`config.mk`:
```
export PLATFORM = sky130hd
export DESIGN_NAME = ppfm_top
export DESIGN_NICKNAME = d
export VERILOG_FILES = /design/src/verilog/ppfm_pin_cell.v /design/src/verilog/ppfm_top.v
export VERILOG_INCLUDE_DIRS = /design/src /design/src/verilog
export SDC_FILE = /design/constraint.sdc
export NUM_CORES = 1
export LEC_CHECK = 0
export BUFFER_PORTS_ARGS = -buffer_cell sky130_fd_sc_hd__buf_4
export CAP_MARGIN = 15
export CORE_MARGIN = 5
export CORE_UTILIZATION = 47
export CTS_CLUSTER_DIAMETER = 120
export DETAILED_ROUTE_END_ITERATION = 7
export PLACE_DENSITY = 0.87
export SYNTH_ARGS = -nofsm -noshare
export SYNTH_HDL_FRONTEND = slang
export SYNTH_SLANG_ARGS = --single-unit
```
`constraint.sdc`:
```
create_clock -name CLK_IN -period 1.75 [get_ports CLK_IN]
set_input_delay 0.175 -clock CLK_IN [delete_from_list [all_inputs] [get_ports CLK_IN]]
set_output_delay 0.175 -clock CLK_IN [all_outputs]
set_load 0.005 [all_outputs]
```
`src/verilog/ppfm_defs.vh`:
```
`ifndef PPFM_DEFS_VH
`define PPFM_DEFS_VH

// apb address width and register byte offsets
`define PPFM_ADDR_W 8
`define PPFM_OFF_DATA 8'h00
`define PPFM_OFF_DIR 8'h04
`define PPFM_OFF_MODE 8'h08
`define PPFM_OFF_FSEL 8'h0C
`define PPFM_OFF_ODR 8'h10
`define PPFM_OFF_BITOP 8'h14
`define PPFM_OFF_EDGE 8'h18
`define PPFM_OFF_DBG 8'h1C
`define PPFM_OFF_IRQ_STAT 8'h20
`define PPFM_OFF_IRQ_MASK 8'h24
`define PPFM_OFF_PIN_LEVEL 8'h28

// reset values
`define PPFM_RST_DIR 8'hFF
`define PPFM_RST_ZERO 8'h00
`define PPFM_RST_EDGE 2'h0
`define PPFM_RST_IRQ 2'h0
`define PPFM_RST_DBG_EN 1'h1
`define PPFM_RST_DBG_MODE 1'h0

// single-bit operation word layout
`define PPFM_BITOP_IDX_RANGE 2:0
`define PPFM_BITOP_OP_RANGE 9:8
`define PPFM_OP_KEEP 2'h0
`define PPFM_OP_SET 2'h1
`define PPFM_OP_CLR 2'h2
`define PPFM_OP_INV 2'h3

// edge select for the interrupt-shared pin
`define PPFM_EDGE_RANGE 1:0
`define PPFM_EDGE_NONE 2'h0
`define PPFM_EDGE_RISE 2'h1
`define PPFM_EDGE_FALL 2'h2
`define PPFM_EDGE_BOTH 2'h3

// debug control register bits
`define PPFM_DBG_EN_BIT 0
`define PPFM_DBG_ACT_BIT 1

// interrupt status / mask layout
`define PPFM_IRQ_W 2
`define PPFM_IRQ_NMI 0
`define PPFM_IRQ_DBG 1

`endif

```
`src/verilog/ppfm_pin_cell.v`:
```
module ppfm_pin_cell (
	input wire latch_in,
	input wire dir_in,
	input wire mode_in,
	input wire fsel_in,
	input wire od_in,
	input wire pin_in,
	input wire hold_input_in,
	input wire alt1_data_in,
	input wire alt1_drive_in,
	input wire alt2_data_in,
	input wire alt2_drive_in,
	output reg pin_val_out,
	output reg pin_oen_out,
	output reg alt_in_out,
	output reg rd_out
);

	reg drive;
	reg val;
	reg od_eff;

	// per-pin function decode and buffer control
	always @*
	begin
		drive = 1'h0;
		val = 1'h0;
		od_eff = 1'h0;
		rd_out = dir_in ? pin_in : latch_in;
		alt_in_out = mode_in & pin_in;
		if (hold_input_in)
		begin
			drive = 1'h0;
		end
		else if (!mode_in)
		begin
			drive = ~dir_in;
			val = latch_in;
			od_eff = od_in & ~dir_in;
		end
		else if (!fsel_in)
		begin
			drive = alt1_drive_in;
			val = alt1_data_in;
			od_eff = od_in;
		end
		else
		begin
			drive = alt2_drive_in;
			val = alt2_data_in;
			od_eff = od_in;
		end
		// open drain only pulls low
		if (od_eff)
		begin
			pin_val_out = 1'h0;
			pin_oen_out = ~(drive & ~val);
		end
		else
		begin
			pin_val_out = val;
			pin_oen_out = ~drive;
		end
	end

endmodule // ppfm_pin_cell

```
`src/verilog/ppfm_top.v`:
```
// Overview of operation
// - data read gives latch for direction 0, pin level for direction 1
// - any data write updates the output latch in every mode
// - mode 0 port, mode 1 select 0 first alt, select 1 second alt
// - in port mode open-drain acts only when direction is output
// - alternate-function input is mode bit AND pin level
// - pin high, rising edge chosen: mode 0 to 1 raises interrupt
// - pin high, falling edge chosen: mode 1 to 0 raises interrupt
// - single-bit operation reads eight bits, modifies one, writes eight back
// - after pin reset shared pin is debug reset; high enters debug mode
// - watchdog, clock monitor, low-voltage resets leave debug pin and control alone
// - pull-down on after pin reset, off once debug enable is cleared
//
// The APB register port and the placing of the registers were decided locally.
`include "ppfm_defs.vh"

module ppfm_top #(
	parameter W = 8,
	parameter NMI_PIN = 2,
	parameter DBG_PIN = 5
) (
	input wire CLK_IN,
	input wire RESETN_IN,
	input wire WDT_RESET_IN,
	input wire CLKMON_RESET_IN,
	input wire LVD_RESET_IN,
	input wire PSEL_IN,
	input wire PENABLE_IN,
	input wire PWRITE_IN,
	input wire [`PPFM_ADDR_W-1:0] PADDR_IN,
	input wire [31:0] PWDATA_IN,
	output wire [31:0] PRDATA_OUT,
	output wire PREADY_OUT,
	output wire PSLVERR_OUT,
	input wire [W-1:0] PIN_IN,
	output wire [W-1:0] PIN_OUT,
	output wire [W-1:0] PIN_OEN_OUT,
	input wire [W-1:0] ALT1_DATA_IN,
	input wire [W-1:0] ALT1_DRIVE_IN,
	input wire [W-1:0] ALT2_DATA_IN,
	input wire [W-1:0] ALT2_DRIVE_IN,
	output wire [W-1:0] ALT_INPUT_OUT,
	output wire NMI_OUT,
	output wire DEBUG_MODE_OUT,
	output wire DEBUG_IF_EN_OUT,
	output wire PULLDOWN_EN_OUT,
	output wire IRQ_OUT
);

	// port control state
	reg [W-1:0] latch;
	reg [W-1:0] dir;
	reg [W-1:0] mode;
	reg [W-1:0] fsel;
	reg [W-1:0] odr;
	reg [1:0] edge_sel;
	reg [`PPFM_IRQ_W-1:0] irq_stat;
	reg [`PPFM_IRQ_W-1:0] irq_mask;
	// debug control state, pin reset only
	reg dbg_en;
	reg dbg_mode;
	// pin synchroniser and registered outputs
	reg [W-1:0] pin_meta;
	reg [W-1:0] pin_sync;
	reg [W-1:0] alt_in_q;
	reg gate_prev;
	reg nmi_q;
	reg [W-1:0] pin_out_q;
	reg [W-1:0] pin_oen_q;
	reg [31:0] prdata;

	reg [W-1:0] next_latch;
	reg [`PPFM_IRQ_W-1:0] next_irq_stat;
	reg [31:0] rd_mux;
	reg mapped;

	wire [W-1:0] rd_view;
	wire [W-1:0] cell_val;
	wire [W-1:0] cell_oen;
	wire [W-1:0] cell_alt_in;
	wire [W-1:0] hold_input;
	wire port_rst;
	wire setup;
	wire wr;
	wire [1:0] bit_op;
	wire [2:0] bit_idx;
	wire gate_now;
	wire nmi_event;
	wire dbg_event;
	wire [`PPFM_IRQ_W-1:0] events;

	// internal resets clear port state only
	assign port_rst = ~RESETN_IN | WDT_RESET_IN | CLKMON_RESET_IN | LVD_RESET_IN;

	// apb decode, zero wait states
	assign setup = PSEL_IN & ~PENABLE_IN;
	assign wr = PSEL_IN & PENABLE_IN & PWRITE_IN;
	assign PREADY_OUT = 1'h1;
	assign PSLVERR_OUT = PSEL_IN & PENABLE_IN & ~mapped;
	assign PRDATA_OUT = prdata;
	assign bit_op = PWDATA_IN[`PPFM_BITOP_OP_RANGE];
	assign bit_idx = PWDATA_IN[`PPFM_BITOP_IDX_RANGE];

	// shared debug pin stays an input while debug enable is set
	genvar gi;
	generate
		for (gi = 0; gi < W; gi = gi + 1)
		begin : g_pin
			assign hold_input[gi] = (gi == DBG_PIN) ? dbg_en : 1'h0;
			ppfm_pin_cell u_cell (
				.latch_in(latch[gi]),
				.dir_in(dir[gi]),
				.mode_in(mode[gi]),
				.fsel_in(fsel[gi]),
				.od_in(odr[gi]),
				.pin_in(pin_sync[gi]),
				.hold_input_in(hold_input[gi]),
				.alt1_data_in(ALT1_DATA_IN[gi]),
				.alt1_drive_in(ALT1_DRIVE_IN[gi]),
				.alt2_data_in(ALT2_DATA_IN[gi]),
				.alt2_drive_in(ALT2_DRIVE_IN[gi]),
				.pin_val_out(cell_val[gi]),
				.pin_oen_out(cell_oen[gi]),
				.alt_in_out(cell_alt_in[gi]),
				.rd_out(rd_view[gi])
			);
		end
	endgenerate

	// register address decode and read mux
	always @*
	begin
		mapped = 1'h1;
		rd_mux = 32'h0;
		case (PADDR_IN)
			`PPFM_OFF_DATA: rd_mux[W-1:0] = rd_view;
			`PPFM_OFF_DIR: rd_mux[W-1:0] = dir;
			`PPFM_OFF_MODE: rd_mux[W-1:0] = mode;
			`PPFM_OFF_FSEL: rd_mux[W-1:0] = fsel;
			`PPFM_OFF_ODR: rd_mux[W-1:0] = odr;
			`PPFM_OFF_BITOP: rd_mux = 32'h0;
			`PPFM_OFF_EDGE: rd_mux[`PPFM_EDGE_RANGE] = edge_sel;
			`PPFM_OFF_DBG:
			begin
				rd_mux[`PPFM_DBG_EN_BIT] = dbg_en;
				rd_mux[`PPFM_DBG_ACT_BIT] = dbg_mode;
			end
			`PPFM_OFF_IRQ_STAT: rd_mux[`PPFM_IRQ_W-1:0] = irq_stat;
			`PPFM_OFF_IRQ_MASK: rd_mux[`PPFM_IRQ_W-1:0] = irq_mask;
			`PPFM_OFF_PIN_LEVEL: rd_mux[W-1:0] = pin_sync;
			default: mapped = 1'h0;
		endcase
	end

	// output latch update
	always @*
	begin
		next_latch = latch;
		if (wr && PADDR_IN == `PPFM_OFF_DATA)
		begin
			next_latch = PWDATA_IN[W-1:0];
		end
		else if (wr && PADDR_IN == `PPFM_OFF_BITOP)
		begin
			// read all, modify one, write all
			next_latch = rd_view;
			case (bit_op)
				`PPFM_OP_SET: next_latch[bit_idx] = 1'h1;
				`PPFM_OP_CLR: next_latch[bit_idx] = 1'h0;
				`PPFM_OP_INV: next_latch[bit_idx] = ~rd_view[bit_idx];
				default: next_latch[bit_idx] = rd_view[bit_idx];
			endcase
		end
	end

	// edge detect on the gated interrupt input
	assign gate_now = alt_in_q[NMI_PIN];
	assign nmi_event = ((edge_sel == `PPFM_EDGE_RISE || edge_sel == `PPFM_EDGE_BOTH) & gate_now & ~gate_prev) |
		((edge_sel == `PPFM_EDGE_FALL || edge_sel == `PPFM_EDGE_BOTH) & ~gate_now & gate_prev);
	// high on debug reset input enters debug
	assign dbg_event = dbg_en & pin_sync[DBG_PIN] & ~dbg_mode;

	assign events[`PPFM_IRQ_NMI] = nmi_event;
	assign events[`PPFM_IRQ_DBG] = dbg_event;

	// sticky status, set beats write-one clear
	always @*
	begin
		next_irq_stat = irq_stat;
		if (wr && PADDR_IN == `PPFM_OFF_IRQ_STAT)
			next_irq_stat = irq_stat & ~PWDATA_IN[`PPFM_IRQ_W-1:0];
		next_irq_stat = next_irq_stat | events;
	end

	// pin synchroniser, two stages
	always @(posedge CLK_IN)
	begin
		pin_meta <= PIN_IN;
		pin_sync <= pin_meta;
	end

	// port configuration registers
	always @(posedge CLK_IN)
	begin
		if (port_rst)
		begin
			latch <= `PPFM_RST_ZERO;
			dir <= `PPFM_RST_DIR;
			mode <= `PPFM_RST_ZERO;
			fsel <= `PPFM_RST_ZERO;
			odr <= `PPFM_RST_ZERO;
			edge_sel <= `PPFM_RST_EDGE;
			irq_stat <= `PPFM_RST_IRQ;
			irq_mask <= `PPFM_RST_IRQ;
		end
		else
		begin
			latch <= next_latch;
			irq_stat <= next_irq_stat;
			if (wr && PADDR_IN == `PPFM_OFF_DIR)
				dir <= PWDATA_IN[W-1:0];
			if (wr && PADDR_IN == `PPFM_OFF_MODE)
				mode <= PWDATA_IN[W-1:0];
			if (wr && PADDR_IN == `PPFM_OFF_FSEL)
				fsel <= PWDATA_IN[W-1:0];
			if (wr && PADDR_IN == `PPFM_OFF_ODR)
				odr <= PWDATA_IN[W-1:0];
			if (wr && PADDR_IN == `PPFM_OFF_EDGE)
				edge_sel <= PWDATA_IN[`PPFM_EDGE_RANGE];
			if (wr && PADDR_IN == `PPFM_OFF_IRQ_MASK)
				irq_mask <= PWDATA_IN[`PPFM_IRQ_W-1:0];
		end
	end

	// debug control, only the pin reset touches it
	always @(posedge CLK_IN)
	begin
		if (!RESETN_IN)
		begin
			dbg_en <= `PPFM_RST_DBG_EN;
			dbg_mode <= `PPFM_RST_DBG_MODE;
		end
		else
		begin
			if (dbg_event)
				dbg_mode <= 1'h1;
			if (wr && PADDR_IN == `PPFM_OFF_DBG)
				dbg_en <= PWDATA_IN[`PPFM_DBG_EN_BIT];
		end
	end

	// gated inputs, edge history and pin buffers
	always @(posedge CLK_IN)
	begin
		if (port_rst)
		begin
			alt_in_q <= `PPFM_RST_ZERO;
			gate_prev <= 1'h0;
			nmi_q <= 1'h0;
			pin_out_q <= `PPFM_RST_ZERO;
			pin_oen_q <= `PPFM_RST_DIR;
		end
		else
		begin
			alt_in_q <= cell_alt_in;
			gate_prev <= gate_now;
			nmi_q <= nmi_event;
			pin_out_q <= cell_val;
			pin_oen_q <= cell_oen;
		end
	end

	// read data captured in setup phase
	always @(posedge CLK_IN)
	begin
		if (port_rst)
			prdata <= 32'h0;
		else if (setup && !PWRITE_IN)
			prdata <= rd_mux;
	end

	assign PIN_OUT = pin_out_q;
	assign PIN_OEN_OUT = pin_oen_q;
	assign ALT_INPUT_OUT = alt_in_q;
	assign NMI_OUT = nmi_q;
	assign DEBUG_MODE_OUT = dbg_mode;
	assign DEBUG_IF_EN_OUT = dbg_mode;
	assign PULLDOWN_EN_OUT = dbg_en;
	// level interrupt from unmasked status
	assign IRQ_OUT = |(irq_stat & irq_mask);

endmodule // ppfm_top

```
* After elaboration in Yosys (flattened, before gate mapping)
Cells that the tools add are included.
Storage, ports and cells: flip-flop bits (word level) 98, input bits 88, output and inout bits 63, logic and storage cells 226
Operators by class: magnitude comparators 2, eq/ne operators 16, mux-type cells 72, bitwise logic cells 84, reductions and logical operators 27
Operators with widths (count):
- $mux 1 | 62
- $not 1->1 | 39
- $pmux 6 s6 | 1
- $and 1x1->1 | 34
- $eq 8x5->1 const B | 4
- $eq 8x6->1 const B | 3
- $pmux 8 s3 | 1
- $pmux 2 s10 | 1
- $reduce_or 2->1 | 9
- $bwmux 8 | 2
- $eq 8x4->1 const B | 2
- $mux 8 | 2
- $logic_and 1x1->1 | 12
- $reduce_or 11->1 | 1
- $and 8x8->8 | 1
- $eq 2x2->1 const B | 4
- $eq 8x3->1 const B | 1
- $logic_not 8->1 | 1
- $not 8->8 | 1
- $or 8x8->8 | 1
- $and 2x2->2 | 2
- $eq 2x1->1 const B | 2
- $lt 3x4->1 const B | 1
- $or 1x1->1 | 4
- other kinds (9) | 10

* Logic depth before layout (Yosys ltp)
Gate-level depths: netlist of the first run.
depth after elaboration 9, gate-level depth with buffers 8

* Modules after synthesis
Synthesis of the first run repeated with hierarchy kept, for this count alone.
Unflattened totals: cells, all modules 547, area total of the unflattened synthesis 4860.9 um^2
Modules (own cells, without submodules):
- ppfm_top | times used 1, cells each 451, area each 4120.2 um^2, sequential area each 1961.9 um^2
- ppfm_pin_cell | times used 8, cells each 12, area each 92.6 um^2, sequential area each 0.0 um^2

* Worst setup path after synthesis of the first run
OpenSTA, ideal clock, no wires.
path kind register to register, start point register dir[5], end point register latch[3], library setup time 0.074 ns, data arrival time 1.733 ns, required time 1.676 ns, setup slack -0.057 ns, stages on the path, launching flop included 7, path buffers 0, clock period less this slack 1.807 ns, cell sequence dfxtp_1 -> mux2i_4 -> nor2_2 -> nor4_4 -> nand2_2 -> or4b_1 -> a31oi_1
Between the ends: cells in the longest elaborated chain, start to end 8, elaborated cells on any way between the ends 9, classes of those cells 8 x mux; 1 x bitwise
RTL lines:
- start: declaration | line ppfm_top.v:52 | reg [W-1:0] dir;
- start signal: assignment | line ppfm_top.v:208 | dir <= `PPFM_RST_DIR;
- start signal: assignment | line ppfm_top.v:221 | dir <= PWDATA_IN[W-1:0];
- $mux 1 * | line ppfm_pin_cell.v:29 | rd_out = dir_in ? pin_in : latch_in;
- $bmux 1 s3 * | line ppfm_top.v:170, ppfm_top.v:171
- $mux 1 (not written as such) * | line ppfm_top.v:170, ppfm_top.v:171
- $not 1->1 | line ppfm_top.v:170 | `PPFM_OP_INV: next_latch[bit_idx] = ~rd_view[bit_idx];
- $bwmux 8 | line ppfm_top.v:170
- $pmux 8 s3 * | line ppfm_top.v:167 | case (bit_op)
- $mux 8 * | line ppfm_top.v:163 | else if (wr && PADDR_IN == `PPFM_OFF_BITOP)
- $mux 8 * | line ppfm_top.v:159 | if (wr && PADDR_IN == `PPFM_OFF_DATA)
- end signal: assignment | line ppfm_top.v:207 | latch <= `PPFM_RST_ZERO;
- end signal: assignment | line ppfm_top.v:218 | latch <= next_latch;
- end: declaration | line ppfm_top.v:51 | reg [W-1:0] latch;
Every way passes the cells marked *; elsewhere a longest branch is shown, timed or not. The select of a mux whose other input is x is not followed. A chain may end at the register's enable or synchronous reset.

* Worst setup path after layout of the first run
start point register dir[6], end point register latch[3]
Same word-level chain as after synthesis.

==> metrics.md, run 1 <==
| Metric | Value |
|---|---|
| CP Capture Type | `flip-flop` |
| Per-cell routed wire length | `about 18 µm` |
| Hold WC Path Type | `primary input to flip-flop` |
| Initial antenna violation count | `0` |
| Final setup violation count | `8` |
| P&R area growth vs syn | `35.0%` |
| Diodes inserted | `0` |
| Routed wire length | `16000 µm` |
| Pwr dens | `637 nW/µm²` |
| Syn Std Cell Area | `around 4900 µm²` |
| Main area contributors after synthesis | `dfxtp_1 40%, mux2i_1 6.5%, nand2_1 6.2%, nand3_1 4.6%, a21oi_1 4.3%` |
| Synth Flop Type | `dfxtp_1` |
| Slew Limit Fails | `0` |
| FF+latch count, synth | `98` |
| Leakage Power | `between 2 and 3 nW` |
| Initial DRC Count | `approximately 440` |
| Syn_area_per_cell | `~8.6 µm²` |
| Final nets | `approximately 840` |
| Layout Cells excl Fill | `roughly 900` |
| Violated checks | `negative setup slack` |
| Fin crit period | `1880 ps` |
| Final period utilization | `108%` |
| Number of global-route vias before repair | `between 4000 and 5000` |
| Fmax | `0.532 GHz` |
| Initial core utilization | `48.0%` |
| Vias | `between 5000 and 6000` |
| Die extent in y | `approximately 110 µm` |
| R2R cell count | `6` |
| Status | `finished, violations left` |
| Post-synth EDFFs | `0` |
| Core Footprint | `around 10000 µm²` |
| Peak supply drop | `~430 µV` |
| FF-to-FF Start | `dir[6]` |
| DRC | `0` |
| Setup crit start kind | `flip-flop` |
| Setup WS pre-CTS | `-135 ps` |
| Detailed Place HPWL | `12100 µm` |
| Number of CTS-inserted buffers | `9` |
| First-pass GRT wire length | `between 20000 and 30000 µm` |
| Critical Path RT | `2060 ps` |
| Library cells used by synthesis | `67` |
| Port Buffers | `slightly above 100` |
| Max-slew headroom | `between 60% and 70%` |
| RSZ-0062 raised after global routing | `true` |
| Layout cells sized above 1 | `around a third` |
| Post-DP Area | `about 6300 µm²` |
| Largest net degree at the start of global routing | `38` |
| Top cell type's share of synthesized area | `39.8%` |
| Setup Total Neg Slack | `-648 ps` |
| Worst-Margin Slew | `approximately 580 ps` |
| CTS tree | `built` |
| Clock Skews | `13.0 ps` |
| MaxCap Viol Count | `0` |
| Max clock buf depth | `2` |
| Post-route cell area | `6660 µm²` |
| CP arrival | `2190 ps` |
| Final GP Congestion | `around 0.92` |
| Sequential area share after synthesis | `39.8%` |
| Most frequent cell after synthesis | `dfxtp_1` |
| Crit path kind | `flip-flop to flip-flop` |
| Iteration count of the initial detailed-routing pass | `5` |
| Final worst setup slack | `-131 ps` |
| Synth Warn # | `0` |
| Hold Violations, Final | `0` |
| Largest area contributor in the netlist | `dfxtp_1` |
| Clock H-tree levels | `3` |
| Post-route ant nets | `0` |
| DIE AREA | `~13000 µm²` |
| I/O Pins | `~150` |
| Post-Syn Instances | `roughly 570` |
| R2r endpoint | `latch[3]` |
| Asr flop ratio synth | `0%` |
| Root Buffer | `clkbuf_8` |
| Clock-pin slew on the worst setup and hold paths | `90 ps` |
| Worst-path fanout max | `3` |
| Vias per cell | `around 5.7` |
| Die Wd | `about 110 µm` |
| Synth top cells by count | `98 x dfxtp_1, 81 x nand2_1, 45 x nand3_1` |
| Overall Global Routing Usage | `25.3%` |
| Total global routing overflow | `0` |
| Skew-Pair Late Insertion Delay | `about 380 ps` |
| Row count | `37` |
| R2R Setup Slk | `-130 ps` |
| Crit path launch | `dir[6]` |
| CP Capture Point | `latch[3]` |
| Placed insts | `about 860` |
| CTS Sinks | `98` |
registers in the layout, summed over array words and instances (netlist names):
| register | flops |
|---|---|
| irq_stat | 2 |
| odr | 8 |
| edge_sel | 2 |
| latch | 8 |
| irq_mask | 2 |
| DEBUG_IF_EN_OUT | 1 |
| ALT_INPUT_OUT | 8 |
| pin_meta | 8 |
| PRDATA_OUT | 8 |
| fsel | 8 |
| PULLDOWN_EN_OUT | 1 |
| PIN_OUT | 8 |
| gate_prev | 1 |
| NMI_OUT | 1 |
| dir | 8 |
| mode | 8 |
| pin_sync | 8 |
| PIN_OEN_OUT | 8 |
worst min path at each step:
stage / startpoint / end / slack (ps) / depth (start not counted)
after floorplan: PIN_IN[0] / pin_meta[0] / 200 / 0
after CTS: RESETN_IN / DEBUG_IF_EN_OUT / 30 / 2
after detailed placement: PIN_IN[7] / pin_meta[7] / 280 / 1
final: RESETN_IN / DEBUG_IF_EN_OUT / 40 / 2
after global routing: RESETN_IN / DEBUG_IF_EN_OUT / 60 / 2
after global placement: PIN_IN[6] / pin_meta[6] / 280 / 1
through the flow:
stage	hold slack, ps	util [%]	total power [mW]
floorplan	203	-	2.57
global placement	279	61.1	2.80
detailed placement	281	61.1	2.81
CTS	32.8	64.3	4.24
global route	58.5	64.8	4.39
finish	41.5	64.8	4.24
critical path, stage by stage (launching register included):
cell	delay, ps
dfxtp_2	380
mux2i_4	270
nor3_2	80
nor4_4	320
nand2_2	100
or4b_4	480
a31oi_1	170
cell usage in the layout, fill, tap and decap left out, drive strengths merged, types with 4 or more instances in the layout:
cell type	n
nor4	4
o31ai	4
nor4b	5
nand3b	5
buf	192
a211oi	13
and3	11
mux2i	35
o2111ai	8
nor2	32
nor3	9
nand2b	8
dfxtp	98
inv	12
a221oi	7
dlygate4sd3	9
clkbuf	9
nand3	45
a31oi	6
and2	5
a21oi	42
nand2	82
a22oi	6
o21ai	29
conb	25
clkinv	4
area by class of cell:
cell class / count / area, µm²
fillers: 883 / 3620
multi-input cells: 427 / 2750
flip-flops and latches: 98 / 1970
repair buffers: 201 / 1540
well taps: 136 / 170
clock buffers: 9 / 124
clock inverters: 5 / 57.6
inverters: 12 / 45.0
power by group:
group          switching, mW  total, mW  internal, mW  leakage [nW]
clock                  0.777       1.42         0.645        0.0949
combinational          0.274      0.550         0.276          1.88
sequential            0.0159       2.27          2.25         0.793
metal layers:
layer / track usage, % / part of all wire [%] / up-vias
met5: 0 / 0 / -
met4: 10.1 / 3.1 / 0
met3: 6.31 / 8.7 / 41
met2: 41.0 / 47 / 253
met1: 32.2 / 41 / 2402
li1: - / - / 2370
cell families after synthesis:
family	count (synthesis)	synth area share (%)
and+or+nand+nor	229	25.5
AOI/OAI and AO/OA	134	17.5
DFF	98	39.8
buffers and inverters	69	8.02
muxes	39	9.01
other	2	0.152
repair_timing:
action / CTS / global route
gates resized for setup: 12 / 7
hold buffers: 9 / 0
endpoints found under the setup margin: 8 / 8
pin swaps: 9 / 4
setup buffers: 2 / 2
hold endpoints to repair: 9 / 0
Power figures use the tool's default switching activity.
==> run 2, diff against run 1 <==
--- a/config.mk
+++ b/config.mk
@@ -13,6 +13,7 @@
 export CTS_CLUSTER_DIAMETER = 120
 export DETAILED_ROUTE_END_ITERATION = 7
 export PLACE_DENSITY = 0.87
+export REMOVE_ABC_BUFFERS = 1
 export SYNTH_ARGS = -nofsm -noshare
 export SYNTH_HDL_FRONTEND = slang
 export SYNTH_SLANG_ARGS = --single-unit
==> run 2 against run 1 <==
The flow still finishes with violations (negative setup slack). Clock-buffer cell count increased by 1. Clock power increased by 25%. Non-clock buffer count increased by 3. Sequential share of layout area decreased by 0.49 points. Sequential power about the same. Clock skew decreased by 3.3 ps. Worst hold slack improved by 3.6 ps. Routed wire length increased by 5.7%. Utilization increased by 1.0 points. Maximum frequency decreased by 1.4%. Cell area increased by 1.5%. First-iteration DRC count decreased by 1.8%.
==> metrics.md, run 2 (same netlist as run 1, synthesis figures left out) <==
| Metric | Value |
|---|---|
| Met3 usage | `5.44% (-0.86 points)` |
| CP arrival | `2220 ps (+30 ps)` |
| WHS | `45.1 ps (+3.61 ps)` |
| Final GP Congestion | `0.965 (+4.4%)` |
| Status | `finished, violations left` |
| Crit path kind | `flip-flop to flip-flop` |
| MaxCap Viol Count | `0 (unchanged)` |
| Comb power frac | `12.2% (-0.8 points)` |
| Layout cells sized above 1 | `34.1% (+0.31 points)` |
| Initial DRC Count | `433 (-1.8%)` |
| Fmax | `0.524 GHz (-1.4%)` |
| Violated checks | `negative setup slack` |
| Hold Path Origin | `RESETN_IN` |
| Initial antenna violation count | `0 (unchanged)` |
| Register Area | `1970 µm² (-0.13%)` |
| Detailed Place HPWL | `12300 µm (+1.7%)` |
| DRC | `0 (unchanged)` |
| Diodes inserted | `0 (unchanged)` |
| Core Footprint | `10300 µm² (unchanged)` |
| Filler cell count | `871 (-1.4%)` |
| Clock H-tree levels | `3 (unchanged)` |
| Min-Delay Endpoint | `DEBUG_IF_EN_OUT` |
| M1 GR Usage | `30.5% (-1.7 points)` |
| Hold Crit Depth | `2 (unchanged)` |
| Worst-path fanout max | `3 (unchanged)` |
| Post-layout util | `65.8% (+1.0 points)` |
| Overall Global Routing Usage | `25.9% (+0.67 points)` |
| FF-to-FF Start | `dir[0]` |
| Total global routing overflow | `0 (unchanged)` |
| Iteration count of the initial detailed-routing pass | `5 (unchanged)` |
| Leakage Power | `2.80 nW (+0.81%)` |
| NetSw | `1.12 mW (+5.4%)` |
| Die Wd | `112 µm (unchanged)` |
| First-pass GRT wire length | `26100 µm (+1.8%)` |
| Commonest cells after routing, fill and taps aside | `190 x buf_4, 94 x dfxtp_1, 81 x nand2_1, 45 x nand3_1, 40 x a21oi_1` |
| Final setup violation count | `8 (unchanged)` |
| Per-cell routed wire length | `18.9 µm (+5.1%)` |
| Hold Violations, Final | `0 (unchanged)` |
| Vias per cell | `5.82 (+2.0%)` |
| Final nets | `840 (+0.36%)` |
| Post-DP Area | `6330 µm² (+0.80%)` |
| Multi-input logic area | `2740 µm² (-0.36%)` |
| P&R area growth vs syn | `37.0%` |
| Die extent in y | `112 µm (unchanged)` |
| Root Buffer | `clkbuf_8` |
| Met2 Use GR | `44.1% (+3.2 points)` |
| Clock-pin slew on the worst setup and hold paths | `100 ps (about the same)` |
| R2R Setup Slk | `-160 ps (-30 ps)` |
| Fin crit period | `1910 ps (+27.2 ps)` |
| Setup WS pre-CTS | `-122 ps (+12.9 ps)` |
| RSZ-0062 raised after global routing | `true` |
| CTS Sinks | `98 (unchanged)` |
| DIE AREA | `12600 µm² (unchanged)` |
| Critical Path RT | `2060 ps (about the same)` |
| I/O Pins | `151 (unchanged)` |
| Post-route ant nets | `0 (unchanged)` |
| Port Buffers | `103 (unchanged)` |
| CTS tree | `built` |
| Clock Skews | `9.77 ps (-3.26 ps)` |
| Number of global-route vias before repair | `5138 (+3.4%)` |
| Slew Limit Fails | `0 (unchanged)` |
| Post-route cell area | `6760 µm² (+1.5%)` |
| Skew-Pair Late Insertion Delay | `370 ps (about the same)` |
| Layout Cells excl Fill | `893 (+0.56%)` |
| Largest net degree at the start of global routing | `38 (unchanged)` |
| Setup Total Neg Slack | `-870 ps (-222 ps)` |
| Setup crit start kind | `flip-flop` |
| R2r endpoint | `latch[1]` |
| Clock power share | `38.7% (+5.2 points)` |
| Switching share of power | `24.4% (-0.78 points)` |
| Vias | `5197 (+2.6%)` |
| Number of CTS-inserted buffers | `9 (unchanged)` |
| Max-slew headroom | `60.3% (-0.24 points)` |
| Sequential share of power | `49.2% (-4.3 points)` |
| Internal Pwr Total | `3.49 mW (+9.9%)` |
| Final period utilization | `109% (+1.6 points)` |
| Initial core utilization | `48.0% (unchanged)` |
| Row count | `37 (unchanged)` |
| Max clock buf depth | `2 (unchanged)` |
| Placed insts | `865 (+0.46%)` |
| Hold WC Path Type | `primary input to flip-flop` |
| Commonest non-fill, non-tap cell in the layout | `buf_4` |
| Routed wire length | `16900 µm (+5.7%)` |
| Pwr dens | `682 nW/µm² (+7.1%)` |
| Peak supply drop | `542 µV (+26%)` |
| Design Power | `4.61 mW (+8.8%)` |
| Gr busiest metal | `met2` |
| Worst-Margin Slew | `594 ps (+17.0 ps)` |
| R2R cell count | `7 (+1)` |
| Final worst setup slack | `-159 ps (-27.2 ps)` |
| CP Capture Type | `flip-flop` |
run 2: worst max-delay path, cell delays in order, from the launching register on:
cell,delay (ps)
dfxtp_2,340
mux2i_1,190
and2b_2,270
or4_4,560
o21ai_2,170
o21ai_2,90
buf_6,130
o22ai_2,90
run 2: power by group through the flow:
stage                     sequential, mW  combinational (mW)  clock (mW)
after floorplan                     2.32               0.169           0
after global placement              2.32               0.494           0
after detailed placement            2.32               0.504           0
after CTS                           2.26               0.533        1.80
after global routing                2.27               0.594        1.91
final                               2.27               0.561        1.78
run 2: final cells by class:
cell class                      instances  share of cell area, %
Timing Repair Buffer                  204                   23.7
Clock buffer                           10                   1.89
Tap cell                              136                   2.52
Multi-Input combinational cell        427                   40.5
Inverter                               12                  0.666
Sequential cell                        98                   29.1
Clock inverter                          6                   1.68
run 2: how the worst max path moves through the flow:
stage	slack, ps	startpoint	cells past startpoint	endpoint
6_report	-160	dir[0]	7	latch[1]
5_1_grt	-210	dir[0]	6	latch[3]
4_1_cts	-120	dir[0]	6	latch[3]
3_5_place_dp	-120	dir[6]	7	latch[0]
3_3_place_gp	-90	dir[5]	7	latch[0]
2_1_floorplan	-260	CLKMON_RESET_IN	3	PRDATA_OUT[3]
run 2: metal layers:
layer  vias to the layer above  wire length, µm
met5                         -                0
met4                         0              811
met3                        71             1600
met2                       352             8070
met1                      2394             6390
li1                       2380                -
run 2: repair_timing:
| action | 4_1_cts | 5_1_grt |
|---|---|---|
| pin swaps | 8 | 8 |
| buffers inserted | 2 | 1 |
| resized for setup | 12 | 11 |
| hold buffers | 9 | 0 |
| hold endpoints to repair | 9 | 0 |
| endpoints found under the setup margin | 8 | 8 |
